--- config.mk ---
export PLATFORM = sky130hd
export DESIGN_NAME = psr_status_top
export DESIGN_NICKNAME = d
export VERILOG_FILES = /design/src/verilog/psr_pkg.sv /design/src/verilog/psr_sync2.sv /design/src/verilog/psr_apb_phase.sv /design/src/verilog/psr_status_top.sv
export SDC_FILE = /design/constraint.sdc
export NUM_CORES = 1
export LEC_CHECK = 0
export BUFFER_PORTS_ARGS = -buffer_cell sky130_fd_sc_hd__buf_4
export CORE_UTILIZATION = 51
export DETAILED_ROUTE_END_ITERATION = 8
export GPL_TIMING_DRIVEN = 0
export PLACE_DENSITY_LB_ADDON = 0.15
export SKIP_CTS_REPAIR_TIMING = 1
export SYNTH_ARGS = -nofsm -noshare
export SYNTH_HDL_FRONTEND = slang
export SYNTH_SLANG_ARGS = --single-unit
--- constraint.sdc ---
create_clock -name pclk -period 2.44 [get_ports pclk]
set_clock_uncertainty 0.15 [all_clocks]
set_input_delay 0.122 -clock pclk [delete_from_list [all_inputs] [get_ports pclk]]
set_output_delay 0.122 -clock pclk [all_outputs]
set_load 0.01 [all_outputs]
--- src/verilog/psr_pkg.sv ---
// Package: map, field layout and reset values of the primary status block
package psr_pkg;

  // APB address width and data width
  localparam int ADDR_W = 12;
  localparam int DATA_W = 32;

  // Register indices; byte address is four times the index
  localparam logic [7:0] IDX_CMD = 8'h04;     // Command register
  localparam logic [7:0] IDX_STS = 8'h06;     // Primary bus status
  localparam logic [7:0] IDX_IRQ_STS = 8'h20; // Sticky event status
  localparam logic [7:0] IDX_IRQ_MSK = 8'h21; // Event interrupt mask

  // Reset values
  localparam logic [15:0] CMD_RESET = 16'h0000;
  localparam logic [15:0] STS_RESET = 16'h0290;
  localparam logic [15:0] IRQ_STS_RESET = 16'h0000;
  localparam logic [15:0] IRQ_MSK_RESET = 16'h0000;

  // Command bits that software may write
  localparam logic [15:0] CMD_WR_MASK = 16'h0367;
  // Command field positions
  localparam int CMD_SERR_EN = 8;   // Primary system error driver enable
  localparam int CMD_PAR_RESP = 6;  // Parity error response enable

  // Status flags cleared by writing one
  localparam logic [15:0] STS_W1C_MASK = 16'hf900;
  // Status field positions
  localparam int STS_PAR_DET = 15;  // Detected parity error
  localparam int STS_SERR_SIG = 14; // Signalled system error
  localparam int STS_MABT_RCV = 13; // Received master abort
  localparam int STS_TABT_RCV = 12; // Received target abort
  localparam int STS_TABT_SIG = 11; // Signalled target abort
  localparam int STS_SEL_LO = 9;    // Target select timing, low bit
  localparam int STS_DPAR = 8;      // Data parity error as master
  localparam int STS_FAST_B2B = 7;  // Fast back-to-back capable
  localparam int STS_USER_FEAT = 6; // User feature support
  localparam int STS_FAST_CLK = 5;  // Fast clock strap level
  localparam int STS_CAP_LIST = 4;  // Capabilities list present

  // Constant status fields
  localparam logic [1:0] SEL_TIMING_MEDIUM = 2'b01;
  localparam logic FAST_B2B_VAL = 1'b1;
  localparam logic USER_FEAT_VAL = 1'b0;
  localparam logic CAP_LIST_VAL = 1'b1;

endpackage

--- src/verilog/psr_sync2.sv ---
// Two flip-flop synchroniser for a level from outside the clock domain
`timescale 1ns/1ps
`default_nettype none
module psr_sync2 (
  input wire logic pclk,
  input wire logic presetn,
  input wire logic async_in,
  output logic sync_out
);

  // First stage, read only by the second stage
  logic meta_r;
  logic meta_nxt;
  // Second stage
  logic sync_r;
  logic sync_nxt;

  // Next values: plain shift
  always_comb begin
    meta_nxt = async_in;
    sync_nxt = meta_r;
  end

  // Stage registers
  always_ff @(posedge pclk or negedge presetn) begin
    if (!presetn) begin
      meta_r <= 1'b0;
      sync_r <= 1'b0;
    end else begin
      meta_r <= meta_nxt;
      sync_r <= sync_nxt;
    end
  end

  assign sync_out = sync_r;

endmodule
`default_nettype wire

--- src/verilog/psr_apb_phase.sv ---
// APB phase decoder: setup, write and read strobes, ready and error
`timescale 1ns/1ps
`default_nettype none
module psr_apb_phase (
  input wire logic pclk,
  input wire logic presetn,
  input wire logic psel,
  input wire logic penable,
  input wire logic pwrite,
  input wire logic addr_hit,
  output logic setup_stb,
  output logic wr_stb,
  output logic rd_stb,
  output logic pready,
  output logic pslverr
);

  // Address hit caught in the setup cycle
  logic hit_r;
  logic hit_nxt;
  // Access cycle of a transfer
  logic access;

  // Phase decode; every access completes in one cycle
  always_comb begin
    setup_stb = psel && !penable;
    access = psel && penable;
    pready = access;
    wr_stb = access && pwrite && hit_r;
    rd_stb = access && !pwrite && hit_r;
    pslverr = access && !hit_r;
    hit_nxt = setup_stb ? addr_hit : hit_r;
  end

  // Hit register
  always_ff @(posedge pclk or negedge presetn) begin
    if (!presetn) begin
      hit_r <= 1'b0;
    end else begin
      hit_r <= hit_nxt;
    end
  end

endmodule
`default_nettype wire

--- src/verilog/psr_status_top.sv ---
// Primary bus status register bank with command enables and interrupt
//
// Operation
// Writing one clears a flag; zero keeps
// Status at index 06h, 16 bits, 0290h
// Bit 15 sets on any parity error
// Bit 14 sets on system error if enabled
// Bit 13 sets on received master abort
// Bit 12 sets on received target abort
// Bit 11 sets on signalled target abort
// Bits 10-9 read 01b, writes ignored
// Bit 8 needs fault line, mastership, enable
// Bit 7 always reads one
// Bit 6 always reads zero
// Bit 5 reads the fast clock strap
// Bit 4 always reads one
// Bits 3-0 read zero, writes ignored
// Command bit 8 enables system error driver
// Command bit 6 enables parity response, off
// Set event wins over same-cycle clear
//
// The implementer's own choice: the APB register port.
`timescale 1ns/1ps
`default_nettype none
module psr_status_top (
  input wire logic pclk,
  input wire logic presetn,
  input wire logic psel,
  input wire logic penable,
  input wire logic pwrite,
  input wire logic [11:0] paddr,
  input wire logic [31:0] pwdata,
  input wire logic [3:0] pstrb,
  output logic [31:0] prdata,
  output logic pready,
  output logic pslverr,
  input wire logic fast_clock_strap,
  input wire logic parity_detect_evt,
  input wire logic serr_signal_evt,
  input wire logic master_abort_rcvd_evt,
  input wire logic target_abort_rcvd_evt,
  input wire logic target_abort_sig_evt,
  input wire logic primary_parity_fault_line,
  input wire logic bridge_data_master,
  output logic serr_driver_en,
  output logic parity_resp_en,
  output logic irq
);

  // Timing overview
  //   Setup edge: address and read data are captured
  //   Access edge: writes and clears take effect
  //   No wait states; pready follows the access phase
  //   An event on the setup edge shows on the next read
  //   Event status clears only what the read returned
  //   Upper half of every data word reads zero
  //   Unmapped places answer with an error and zero data

  // Byte address of a register index
  function automatic logic [11:0] reg_addr(input logic [7:0] idx);
    reg_addr = {2'b00, idx, 2'b00};
  endfunction

  // True when a byte address selects a mapped register
  function automatic logic is_mapped(input logic [11:0] a);
    is_mapped = (a == reg_addr(psr_pkg::IDX_CMD)) ||
                (a == reg_addr(psr_pkg::IDX_STS)) ||
                (a == reg_addr(psr_pkg::IDX_IRQ_STS)) ||
                (a == reg_addr(psr_pkg::IDX_IRQ_MSK));
  endfunction

  // Bus phase strobes
  logic setup_stb;
  logic wr_stb;
  logic rd_stb;
  // Synchronised strap level
  logic strap_s;

  // Command register and next value
  logic [15:0] cmd_r;
  logic [15:0] cmd_nxt;
  // Sticky status flags and next value
  logic [15:0] sts_r;
  logic [15:0] sts_nxt;
  // Interrupt event status and mask
  logic [15:0] irq_sts_r;
  logic [15:0] irq_sts_nxt;
  logic [15:0] irq_msk_r;
  logic [15:0] irq_msk_nxt;
  // Read data register and next value
  logic [31:0] prdata_r;
  logic [31:0] prdata_nxt;
  // Address latched in setup, used in access
  logic [11:0] addr_r;
  logic [11:0] addr_nxt;

  // Hardware events in status layout
  logic [15:0] evt_set;
  // Write data gated by byte strobes
  logic [15:0] wr_bytes;
  // Full status word as read
  logic [15:0] sts_view;
  // Register selects in the access cycle
  logic sel_cmd;
  logic sel_sts;
  logic sel_irq_sts;
  logic sel_irq_msk;

  // Bus phase decoder
  psr_apb_phase u_phase (
    .pclk(pclk),
    .presetn(presetn),
    .psel(psel),
    .penable(penable),
    .pwrite(pwrite),
    .addr_hit(is_mapped(paddr)),
    .setup_stb(setup_stb),
    .wr_stb(wr_stb),
    .rd_stb(rd_stb),
    .pready(pready),
    .pslverr(pslverr)
  );

  // Strap pin crosses in through two flops
  // Level is read live, not latched at reset
  psr_sync2 u_strap (
    .pclk(pclk),
    .presetn(presetn),
    .async_in(fast_clock_strap),
    .sync_out(strap_s)
  );

  // Access-cycle selects from the setup address
  always_comb begin
    sel_cmd = (addr_r == reg_addr(psr_pkg::IDX_CMD));
    sel_sts = (addr_r == reg_addr(psr_pkg::IDX_STS));
    sel_irq_sts = (addr_r == reg_addr(psr_pkg::IDX_IRQ_STS));
    sel_irq_msk = (addr_r == reg_addr(psr_pkg::IDX_IRQ_MSK));
    wr_bytes = pwdata[15:0] & {{8{pstrb[1]}}, {8{pstrb[0]}}};
    addr_nxt = setup_stb ? paddr : addr_r;
  end

  // Event collection into status bit positions
  always_comb begin
    // Positions that no event drives stay zero
    evt_set = 16'h0000;
    // Any detected parity error
    evt_set[psr_pkg::STS_PAR_DET] = parity_detect_evt;
    // System error counts only while its driver is enabled
    evt_set[psr_pkg::STS_SERR_SIG] =
      serr_signal_evt && cmd_r[psr_pkg::CMD_SERR_EN];
    // Own primary cycle ended by master abort
    evt_set[psr_pkg::STS_MABT_RCV] = master_abort_rcvd_evt;
    // Own primary cycle ended by target abort
    evt_set[psr_pkg::STS_TABT_RCV] = target_abort_rcvd_evt;
    // Bridge as target ended a cycle with target abort
    evt_set[psr_pkg::STS_TABT_SIG] = target_abort_sig_evt;
    // Data parity: fault line, bridge mastering, response on
    evt_set[psr_pkg::STS_DPAR] = primary_parity_fault_line &&
      bridge_data_master && cmd_r[psr_pkg::CMD_PAR_RESP];
  end

  // Command register: only writable bits change
  always_comb begin
    cmd_nxt = cmd_r;
    if (wr_stb && sel_cmd) begin
      // Read-only command bits keep their value
      cmd_nxt = (cmd_r & ~psr_pkg::CMD_WR_MASK) |
                (wr_bytes & psr_pkg::CMD_WR_MASK);
    end
  end

  // Status flags: clear by one, event set wins
  always_comb begin
    sts_nxt = sts_r;
    if (wr_stb && sel_sts) begin
      // Zero bits leave flags alone
      sts_nxt = sts_r & ~(wr_bytes & psr_pkg::STS_W1C_MASK);
    end
    // Set after clear so a same-cycle event survives
    sts_nxt = (sts_nxt | evt_set) & psr_pkg::STS_W1C_MASK;
  end

  // Status word as software sees it
  always_comb begin
    // Flags over a zero background; reserved bits stay zero
    sts_view = sts_r & psr_pkg::STS_W1C_MASK;
    sts_view[psr_pkg::STS_SEL_LO +: 2] = psr_pkg::SEL_TIMING_MEDIUM;
    sts_view[psr_pkg::STS_FAST_B2B] = psr_pkg::FAST_B2B_VAL;
    sts_view[psr_pkg::STS_USER_FEAT] = psr_pkg::USER_FEAT_VAL;
    sts_view[psr_pkg::STS_FAST_CLK] = strap_s;
    sts_view[psr_pkg::STS_CAP_LIST] = psr_pkg::CAP_LIST_VAL;
  end

  // Interrupt mask register
  always_comb begin
    irq_msk_nxt = irq_msk_r;
    if (wr_stb && sel_irq_msk) begin
      // Only flag positions can be enabled
      irq_msk_nxt = wr_bytes & psr_pkg::STS_W1C_MASK;
    end
  end

  // Interrupt status: read clears reported bits, events win
  always_comb begin
    irq_sts_nxt = irq_sts_r;
    if (rd_stb && sel_irq_sts) begin
      // Clear only what the captured read data showed
      irq_sts_nxt = irq_sts_r & ~prdata_r[15:0];
    end
    irq_sts_nxt = irq_sts_nxt | evt_set;
  end

  // Read data captured in setup for the access cycle
  always_comb begin
    prdata_nxt = prdata_r;
    if (setup_stb) begin
      prdata_nxt = 32'h0000_0000;
      if (!pwrite) begin
        if (paddr == reg_addr(psr_pkg::IDX_CMD)) begin
          // Command word as stored
          prdata_nxt[15:0] = cmd_r;
        end else if (paddr == reg_addr(psr_pkg::IDX_STS)) begin
          // Events landing this edge are caught on the next read
          prdata_nxt[15:0] = sts_view;
        end else if (paddr == reg_addr(psr_pkg::IDX_IRQ_STS)) begin
          // Event status before this read clears it
          prdata_nxt[15:0] = irq_sts_r;
        end else if (paddr == reg_addr(psr_pkg::IDX_IRQ_MSK)) begin
          // Mask readback
          prdata_nxt[15:0] = irq_msk_r;
        end else begin
          // Unmapped reads return zero with an error
          prdata_nxt = 32'h0000_0000;
        end
      end
    end
  end

  // Command register state; enables start off
  always_ff @(posedge pclk or negedge presetn) begin
    if (!presetn) begin
      cmd_r <= psr_pkg::CMD_RESET;
    end else begin
      cmd_r <= cmd_nxt;
    end
  end

  // Sticky flags; only clearable positions are stored
  always_ff @(posedge pclk or negedge presetn) begin
    if (!presetn) begin
      sts_r <= psr_pkg::STS_RESET & psr_pkg::STS_W1C_MASK;
    end else begin
      sts_r <= sts_nxt;
    end
  end

  // Event status register
  always_ff @(posedge pclk or negedge presetn) begin
    if (!presetn) begin
      irq_sts_r <= psr_pkg::IRQ_STS_RESET;
    end else begin
      irq_sts_r <= irq_sts_nxt;
    end
  end

  // Event mask register
  always_ff @(posedge pclk or negedge presetn) begin
    if (!presetn) begin
      irq_msk_r <= psr_pkg::IRQ_MSK_RESET;
    end else begin
      irq_msk_r <= irq_msk_nxt;
    end
  end

  // Read data register
  always_ff @(posedge pclk or negedge presetn) begin
    if (!presetn) begin
      prdata_r <= 32'h0000_0000;
    end else begin
      prdata_r <= prdata_nxt;
    end
  end

  // Setup address register
  always_ff @(posedge pclk or negedge presetn) begin
    if (!presetn) begin
      addr_r <= 12'h000;
    end else begin
      addr_r <= addr_nxt;
    end
  end

  // Outputs
  assign prdata = prdata_r;
  // Primary system error driver follows its enable
  assign serr_driver_en = cmd_r[psr_pkg::CMD_SERR_EN];
  // Parity response enable for the bus logic
  assign parity_resp_en = cmd_r[psr_pkg::CMD_PAR_RESP];
  // Level interrupt while any unmasked event bit is set
  assign irq = |(irq_sts_r & irq_msk_r);

endmodule
`default_nettype wire

==> results.md, run 1 <==
- For this design the total switching power over the nets is 0.567 mW.
- In the final layout, the multi-input gates occupy about 1300 µm².
- The die outline height is 80.1 µm.
- Tracing the worst setup path back leads to its startpoint at addr_r[6]$_DFFE_PN0P_.
- The routed wire length per instance is around 16 µm.
- The die covers 6420 µm².
- The transition time at the pin with the least slew margin is 0.807 ns.
- The share of the core filled with cells in the final layout is 73.7%.
- The synthesized instance count is 276.
- After the first detailed-routing iteration, the DRC count stood at between 150 and 200.
- The first global-routing pass estimated 11300 µm of wire.
- In the post-synthesis netlist, the biggest area contributors are sky130_fd_sc_hd__dfrtp_1 (53%), sky130_fd_sc_hd__mux2_2 (6.5%), sky130_fd_sc_hd__buf_4 (3.9%), sky130_fd_sc_hd__nand2_1 (3.7%), sky130_fd_sc_hd__o21ai_0 (3.7%).
- The post-detailed-route DRC marker count is 0.
- The clock net sink count is 66.
- The startpoint identified for the worst hold timing path is pwrite.
- In the layout the commonest cells are sky130_fd_sc_hd__buf_4 (73), sky130_fd_sc_hd__dfrtp_1 (66), sky130_fd_sc_hd__dlygate4sd3_1 (44).
- In this run, synthesis inferred 0 flip-flops with an integrated enable.
- The x dimension of the die is 80.1 µm.
- The pin count of the biggest net entering global routing is 67.
- The flow ran to the end, and the final reports show no timing, DRC or antenna violations.
- The largest driver fanout on the critical path is 10.
- The storage element area is between 1500 and 2000 µm².
- The number of storage elements in the synthesis netlist is 66.
- For the worst setup path, the data arrival time is 2.32 ns.
- The startpoint identified for the worst register-to-register timing path is addr_r[6]$_DFFE_PN0P_.
- TritonCTS built the clock tree.
- The source-to-sink clock delay at the later pin of the worst-skew pair is 0.34 ns.
- Routability-driven placement finished with a final weighted congestion of 0.831.
- The most instantiated flip-flop cell in the synthesis netlist is sky130_fd_sc_hd__dfrtp_1.
- The fraction of synthesis flops using an asynchronous set or reset pin is 100%.
- The clock slew at the register clock pins of the worst setup and hold paths is 0.07 ns.
- Dividing total power by cell area gives a power density of between 500 and 600 nW/µm².
- Based on the critical path, the design can be clocked at up to 0.443 GHz.
- The startpoint kind of the worst setup timing path is a flop.
- During synthesis, Yosys emitted a total of 0 warnings.
- The number of primary I/O pins is 98.
- In this run the biggest area consumer among cell types represents 53.1% of the synthesized area.
- Of the available clock period, the critical path in the final layout requires 92.5%.
- Setup violations remaining at the end of the flow were counted as 0.
- The element type at the critical path end is a flop.
- At the end of the flow, the number of nets in the layout was 464.
- The global-route total usage across every layer is 24.0%.
- The number of antenna violations at the first check in global routing was 0.
- The residual overflow from global routing is 0.
- The most common library cell in the layout ignoring fill and taps is sky130_fd_sc_hd__buf_4.
- The post-synthesis cell area is 3110 µm².
- Combinational cells account for a little under an eighth of the total power.
- The total iterations of the first detailed-routing run is 4.
- Once placement completed, the tool counted placed cells totaling 423.
- The antenna diode count is 0.
- The longest clock path from root to sink contains 2 buffers.
- The fraction of layout instances using a drive strength above 1 is 33.3%.
- Counting the buffers created by CTS gives 9.
- Using the TritonRoute via totals, the vias-per-cell ratio works out to 5.24.
- The leakage power is 1.97 nW.
- The core outline area is 5890 µm².
- The count of cell types in the netlist is 49.
- In this run the number of H-tree levels came out at 3.
- STA puts the critical path data required time at 2.50 ns.
- The routed layout has 2533 vias.
- The floorplan has 28 rows.
- The cell taking the most area after synthesis is sky130_fd_sc_hd__dfrtp_1.
- The number of buffer cells added on primary ports is 57.
- The sequential share of the synthesized area is between 50% and 60%.
- The initial core utilization is between 50% and 60%.
- Headroom to the max-slew limit came out at 46.2%.
- The number of max-slew violations in the final report is 0.
- Relative to the synthesized area, the layout overhead comes to 39.3%.
- The detail route stage leaves a number of antenna-violating nets equal to 0.
- The proportion of power drawn by the clock network is roughly two fifths.
- A synthesized cell averages 11.3 µm².
- The half-perimeter wire length of the detailed placement result is about 5000 µm.
- Setup repair after global routing left no endpoint under its margin.
- For this block, the routed nets add up to between 7000 and 8000 µm of wire.
- The clock tree root driver cell is sky130_fd_sc_hd__clkbuf_8.
- The layout filler cell count is around 450.
- The total count of hold-check failures in the final report is 0.
- The minimum period implied by the final worst setup slack is roughly 2.3 ns.
- The internal power of the cells totals 1.80 mW.
- Sequential cells burn 48.4% of the power.
- The switching part of the total is 23.9%.
- The worst-case IR drop observed on VDD is approximately 380 µV.
- The worst hold path belongs to the class in2reg.
- Leaving out filler cells and counting taps, the final layout contains 483.
- The worst setup path is of the reg2reg kind.
- For the final routed database, the setup TNS stands at 0 ns.
- The via count of the first global-routing pass is around 2300.
- The max-capacitance violation count is 0.
==> cell families after synthesis <==
logic type / after synthesis / synth area share, %
and+or+nand+nor: 81 / 16.2
AOI/OAI and AO/OA: 68 / 14.9
other: 1 / 0.121
DFF: 66 / 53.1
buffers and inverters: 34 / 6.59
muxes: 26 / 9.09
==> metal layers <==
metal	track usage, %	vias up	wire [µm]
li1	-	1212	-
met1	33.0	1234	3440
met3	4.66	8	367
met2	37.6	79	3860
met4	8.93	0	68
met5	0	-	0
==> registers in the layout, summed over array words and instances, names as in the netlist <==
name	flops
u_strap.meta_r	1
irq_sts_r	16
irq_msk_r	6
u_strap.sync_out	1
prdata	16
cmd_r	7
sts_r	6
addr_r	12
u_phase.hit_r	1
==> critical path, cell delays in order, from the launching register on <==
cell	delay (ns)
sky130_fd_sc_hd__dfrtp_1	0.38
sky130_fd_sc_hd__nor4_2	0.49
sky130_fd_sc_hd__nand4_1	0.18
sky130_fd_sc_hd__nor3_2	0.43
sky130_fd_sc_hd__clkbuf_2	0.36
sky130_fd_sc_hd__a21boi_0	0.14
==> layout make-up <==
class,count,share of cell area [%]
Sequential cell,66,38.1
Multi-Input combinational cell,191,30.2
Timing Repair Buffer,101,20.0
Buffer,23,3.81
Clock buffer,11,3.49
Tap cell,75,2.16
Clock inverter,5,1.21
Inverter,11,0.952
==> power groups by stage <==
stage               Clock [mW]  Combinational, mW  Sequential, mW
finish                   0.944              0.277            1.15
detailed placement           0              0.218            1.17
CTS                      0.949              0.219            1.15
global placement             0              0.215            1.17
floorplan                    0              0.121            1.16
global route             0.995              0.304            1.15
==> through the flow <==
stage                     power [mW]  hold slack, ns  worst slack [ns]  cell area [µm²]
after floorplan                 1.28          -0.324             0.620             3170
after global placement          1.38          0.0819            0.0197             3690
after detailed placement        1.39          0.0829            0.0229             3690
after CTS                       2.32          -0.267           0.00414             3890
after global routing            2.45          0.0929            0.0247             4340
final                           2.37          0.0796             0.184             4340
==> path summary, 6_finish.rpt <==
path	endpoint	slack (ns)	depth (start not counted)
min in group asynchronous	prdata[11]$_DFFE_PN0P_	0.25	2
worst min-delay path	irq_sts_r[10]$_DFFE_PN0P_	0.08	3
worst min register to register	u_strap.sync_out$_DFF_PN0_	0.21	0
max in group asynchronous	cmd_r[1]$_DFFE_PN0P_	1.34	2
worst max register to register	irq_sts_r[9]$_DFFE_PN0P_	0.18	5
worst max-delay path	irq_sts_r[9]$_DFFE_PN0P_	0.18	5
==> synth_stat cells, drive strengths merged (2+ instances only) <==
library cell and instances:
a21boi 11, a21oi 3, a221o 4, a22o 2
a22oi 8, a31oi 8, and2 6, and3 2
buf 20, clkbuf 3, dfrtp 66, inv 11
mux2 18, mux2i 8, nand2 31, nand3 2
nand4 5, nor2 10, nor3 5, nor3b 2
nor4 3, nor4b 2, o21ai 24, o31ai 4
or2 5, or3b 2
Note: power is estimated with default switching activity, not from simulation.
==> inputs of run 2 (changes only) <==
Settings changed: CORE_UTILIZATION 51 to 35, SLEW_MARGIN set to 20.
Clock period 2.44 ns to 2.8 ns, I/O delays scaled along.
==> run 2 against run 1 <==
Effect of this change:
- the flow now finishes with violations (negative hold slack)
- core utilization decreased by 24 points
- final cell count up 5.4%
- first-iteration DRC count decreased by 46%
- register-to-register slack gained 0.22 ns
- count of clock-buffer cells in the layout is 3 higher
- critical path type unchanged
- highest routed layer unchanged
==> results.md, run 2 (synthesis gave the netlist of run 1 again) <==
- The flow ran to the end, but the final reports show violations.
- The checks that failed: negative hold slack.
- The maximum vdd ir drop came to 334 µV (-13%).
- The residual overflow from global routing is 0 (unchanged).
- The post-detailed-route DRC marker count came to 0 (unchanged).
- The worst max-slew margin expressed relative to the limit is 42.9% (-3.3 points).
- The total setup violations reported at the end of the flow is 0 (unchanged).
- The initial core utilization was 35.9% (-17 points).
- The most common library cell in the layout ignoring fill and taps is sky130_fd_sc_hd__buf_4.
- The buffer levels on the longest clock path is 2 (unchanged).
- The worst register-to-register path begins at addr_r[6]$_DFFE_PN0P_.
- The number of levels the H-tree was split into came to 3 (unchanged).
- The combinational fraction of design power came to 11.3% (-0.4 points).
- The leakage power is 1.95 nW (-1.4%).
- The critical path class is reg2reg.
- The CTS tree is built.
- The endpoint required time on the critical path is 2.85 ns (+0.35 ns).
- The die outline height is 96.3 µm (+20%).
- The worst hold margin was -0.0122 ns (-0.0918 ns).
- The violation count after the first detailed-routing iteration is 94 (-46%).
- The post-detailed-routing wire length is 7850 µm (+1.5%).
- The pre-CTS setup slack is 0.174 ns (+0.151 ns).
- Relative to the synthesized area, the layout overhead comes to 38.2%.
- The routed via count is 2454 (-3.1%).
- The clock net sink count is 66 (unchanged).
- Setup repair after global routing left no endpoint under its margin.
- The maximum frequency from static timing analysis is 0.418 GHz (-5.8%).
- The placed standard-cell area came to 3730 µm² (+1.1%).
- The post-layout instance count excluding filler cells is 509 (+5.4%).
- The layout filler cell count is 819 (+83%).
- The largest stage delay on the critical path is 0.52 ns (+0.03 ns).
- The clock buffer count from CTS is 9 (unchanged).
- The switching part of the total is 23.6% (-0.37 points).
- The fraction of layout instances using a drive strength above 1 was 33.2% (-0.17 points).
- The buffers plus inverters on the worst setup path is 1 (unchanged).
- The number of primary I/O pins is 98 (unchanged).
- The final worst setup slack is 0.406 ns (+0.222 ns).
- The switching power total is 0.484 mW (-15%).
- The global-route total usage across every layer is 17.8% (-6.2 points).
- The sequential share of power was 48.7% (+0.3 points).
- The critical-path cell with the highest stage delay is sky130_fd_sc_hd__nor4_2.
- The class of the worst hold path is in2reg.
- The number of standard-cell rows in the floorplan is 34 (+21%).
- The final standard cell area without fillers is 4300 µm² (-0.81%).
- The data arrival time of the worst path came to 2.45 ns (+0.13 ns).
- The total count of hold-check failures in the final report was 2 (+2).
- The worst reg2reg path depth came to 5 (unchanged).
- The clock tree root driver cell is sky130_fd_sc_hd__clkbuf_8.
- The antenna diode count is 0 (unchanged).
- The share of the core filled with cells in the final layout was 49.6% (-24 points).
- The proportion of power drawn by the clock network was 40.0% (about the same).
- The via count of the first global-routing pass was 2300 (-0.65%).
- The x dimension of the die was 96.3 µm (+20%).
- The number of max-slew violations in the final report is 0 (unchanged).
- The overall power of the completed layout is 2.05 mW (-13%).
- The number of nets in the layout is 457 (-1.5%).
- The cell count after placement is 456 (+7.8%).
- The flop-to-flop setup slack is 0.41 ns (+0.22 ns).
- The pin count of the biggest net entering global routing is 67 (unchanged).
- The final setup TNS was 0 ns (unchanged).
- The count of antenna-violating nets left after detailed routing came to 0 (unchanged).
- The largest driver fanout on the critical path came to 10 (unchanged).
- The max-capacitance violation count is 0 (unchanged).
- The source-to-sink clock delay at the later pin of the worst-skew pair came to 0.34 ns (about the same).
- The worst hold path begins at pwdata[13].
- Traced cell by cell, the critical path runs through nor4_2, nand4_1, nor3_2, clkbuf_2, a21boi_0.
- The average vias per placed instance is 4.82 (-8.1%).
- The startpoint kind of the worst setup timing path is a flop.
- The share of the clock period used by the worst path is 85.5% (-7.0 points).
- The power per cell area is 477 nW/µm² (-13%).
- The critical path depth in cells came to 5 (unchanged).
- Leaving out fill and tap cells, the most frequent cells in the layout are sky130_fd_sc_hd__buf_4 (73), sky130_fd_sc_hd__dfrtp_1 (66), sky130_fd_sc_hd__dlygate4sd3_1 (37).
- The transition time at the pin with the least slew margin was 0.856 ns (+0.0493 ns).
- The number of buffer cells added on primary ports is 57 (unchanged).
- The final estimated routing congestion in global placement is 0.733 (-12%).
- The end of the worst hold path is irq_msk_r[13]$_DFFE_PN0P_.
- The design internal power is 1.57 mW (-13%).
- The first-pass GRT wire length is 12000 µm (+6.7%).
- The worst hold path depth is 3 (unchanged).
- The half-perimeter wire length of the detailed placement result is 5330 µm (+8.9%).
- The die footprint is 9270 µm² (+44%).
- The endpoint identified for the worst register-to-register timing path is irq_sts_r[7]$_DFFE_PN0P_.
- The number of antenna violations at the first check in global routing is 0 (unchanged).
- The minimum period implied by the final worst setup slack is 2.39 ns (+0.138 ns).
- The core outline area is 8680 µm² (+47%).
- The total iterations of the first detailed-routing run is 4 (unchanged).
- The routed wire length per instance came to 15.4 µm (-3.7%).
- The worst setup path is captured at a flop.
- The clock slew at the register clock pins of the worst setup and hold paths is 0.07 ns (about the same).
- On the critical path the largest part of the delay comes from simple AND/OR/NAND/NOR gates.
run 2: cell types whose count changed in the layout (fill, tap and decap cells not counted), sizes merged:
cell | previous run | this run
dlygate4sd3 | 44 | 37
clkbuf | 14 | 17
clkinv | 3 | 1
clkinvlp | 1 | 0
run 2: power by group through the flow:
stage | Combinational, mW | Clock (mW) | Sequential [mW]
finish | 0.232 | 0.821 | 1.00
global route | 0.258 | 0.888 | 1.00
CTS | 0.194 | 0.847 | 1.00
detailed placement | 0.193 | 0 | 1.02
global placement | 0.190 | 0 | 1.02
floorplan | 0.105 | 0 | 1.01
run 2: worst min-delay path, cell delays in order:
cell,delay (ns)
sky130_fd_sc_hd__buf_4,0.11
sky130_fd_sc_hd__nand2_1,0.09
sky130_fd_sc_hd__o21ai_0,0.09
run 2: routing by layer:
| metal | part of all wire (%) | up-vias | track usage (%) | wire length (µm) |
|---|---|---|---|---|
| met2 | 49 | 62 | 29.8 | 3830 |
| met4 | 0.87 | 0 | 4.78 | 68 |
| met5 | 0 | - | 0 | 0 |
| li1 | - | 1205 | - | - |
| met1 | 46 | 1180 | 22.8 | 3640 |
| met3 | 4.1 | 7 | 4.50 | 325 |
run 2: how the worst max path moves through the flow:
stage                               start                  endpoint  slack [ns]
finish              addr_r[6]$_DFFE_PN0P_  irq_sts_r[7]$_DFFE_PN0P_        0.41
global route        addr_r[6]$_DFFE_PN0P_  irq_sts_r[7]$_DFFE_PN0P_        0.16
CTS                 addr_r[6]$_DFFE_PN0P_  irq_sts_r[7]$_DFFE_PN0P_        0.15
detailed placement  addr_r[6]$_DFFE_PN0P_  irq_sts_r[6]$_DFFE_PN0P_        0.17
global placement    addr_r[6]$_DFFE_PN0P_  irq_sts_r[7]$_DFFE_PN0P_        0.20
floorplan           addr_r[6]$_DFFE_PN0P_  irq_sts_r[5]$_DFFE_PN0P_        0.98
run 2: final cells by class:
| class | instances | area [µm²] | area share [%] |
|---|---|---|---|
| Clock buffer | 14 | 163 | 3.78 |
| Timing Repair Buffer | 94 | 798 | 18.6 |
| Buffer | 23 | 165 | 3.84 |
| Clock inverter | 2 | 35.0 | 0.815 |
| Tap cell | 108 | 135 | 3.14 |
| Multi-Input combinational cell | 191 | 1310 | 30.5 |
| Sequential cell | 66 | 1650 | 38.4 |
| Inverter | 11 | 41.3 | 0.960 |
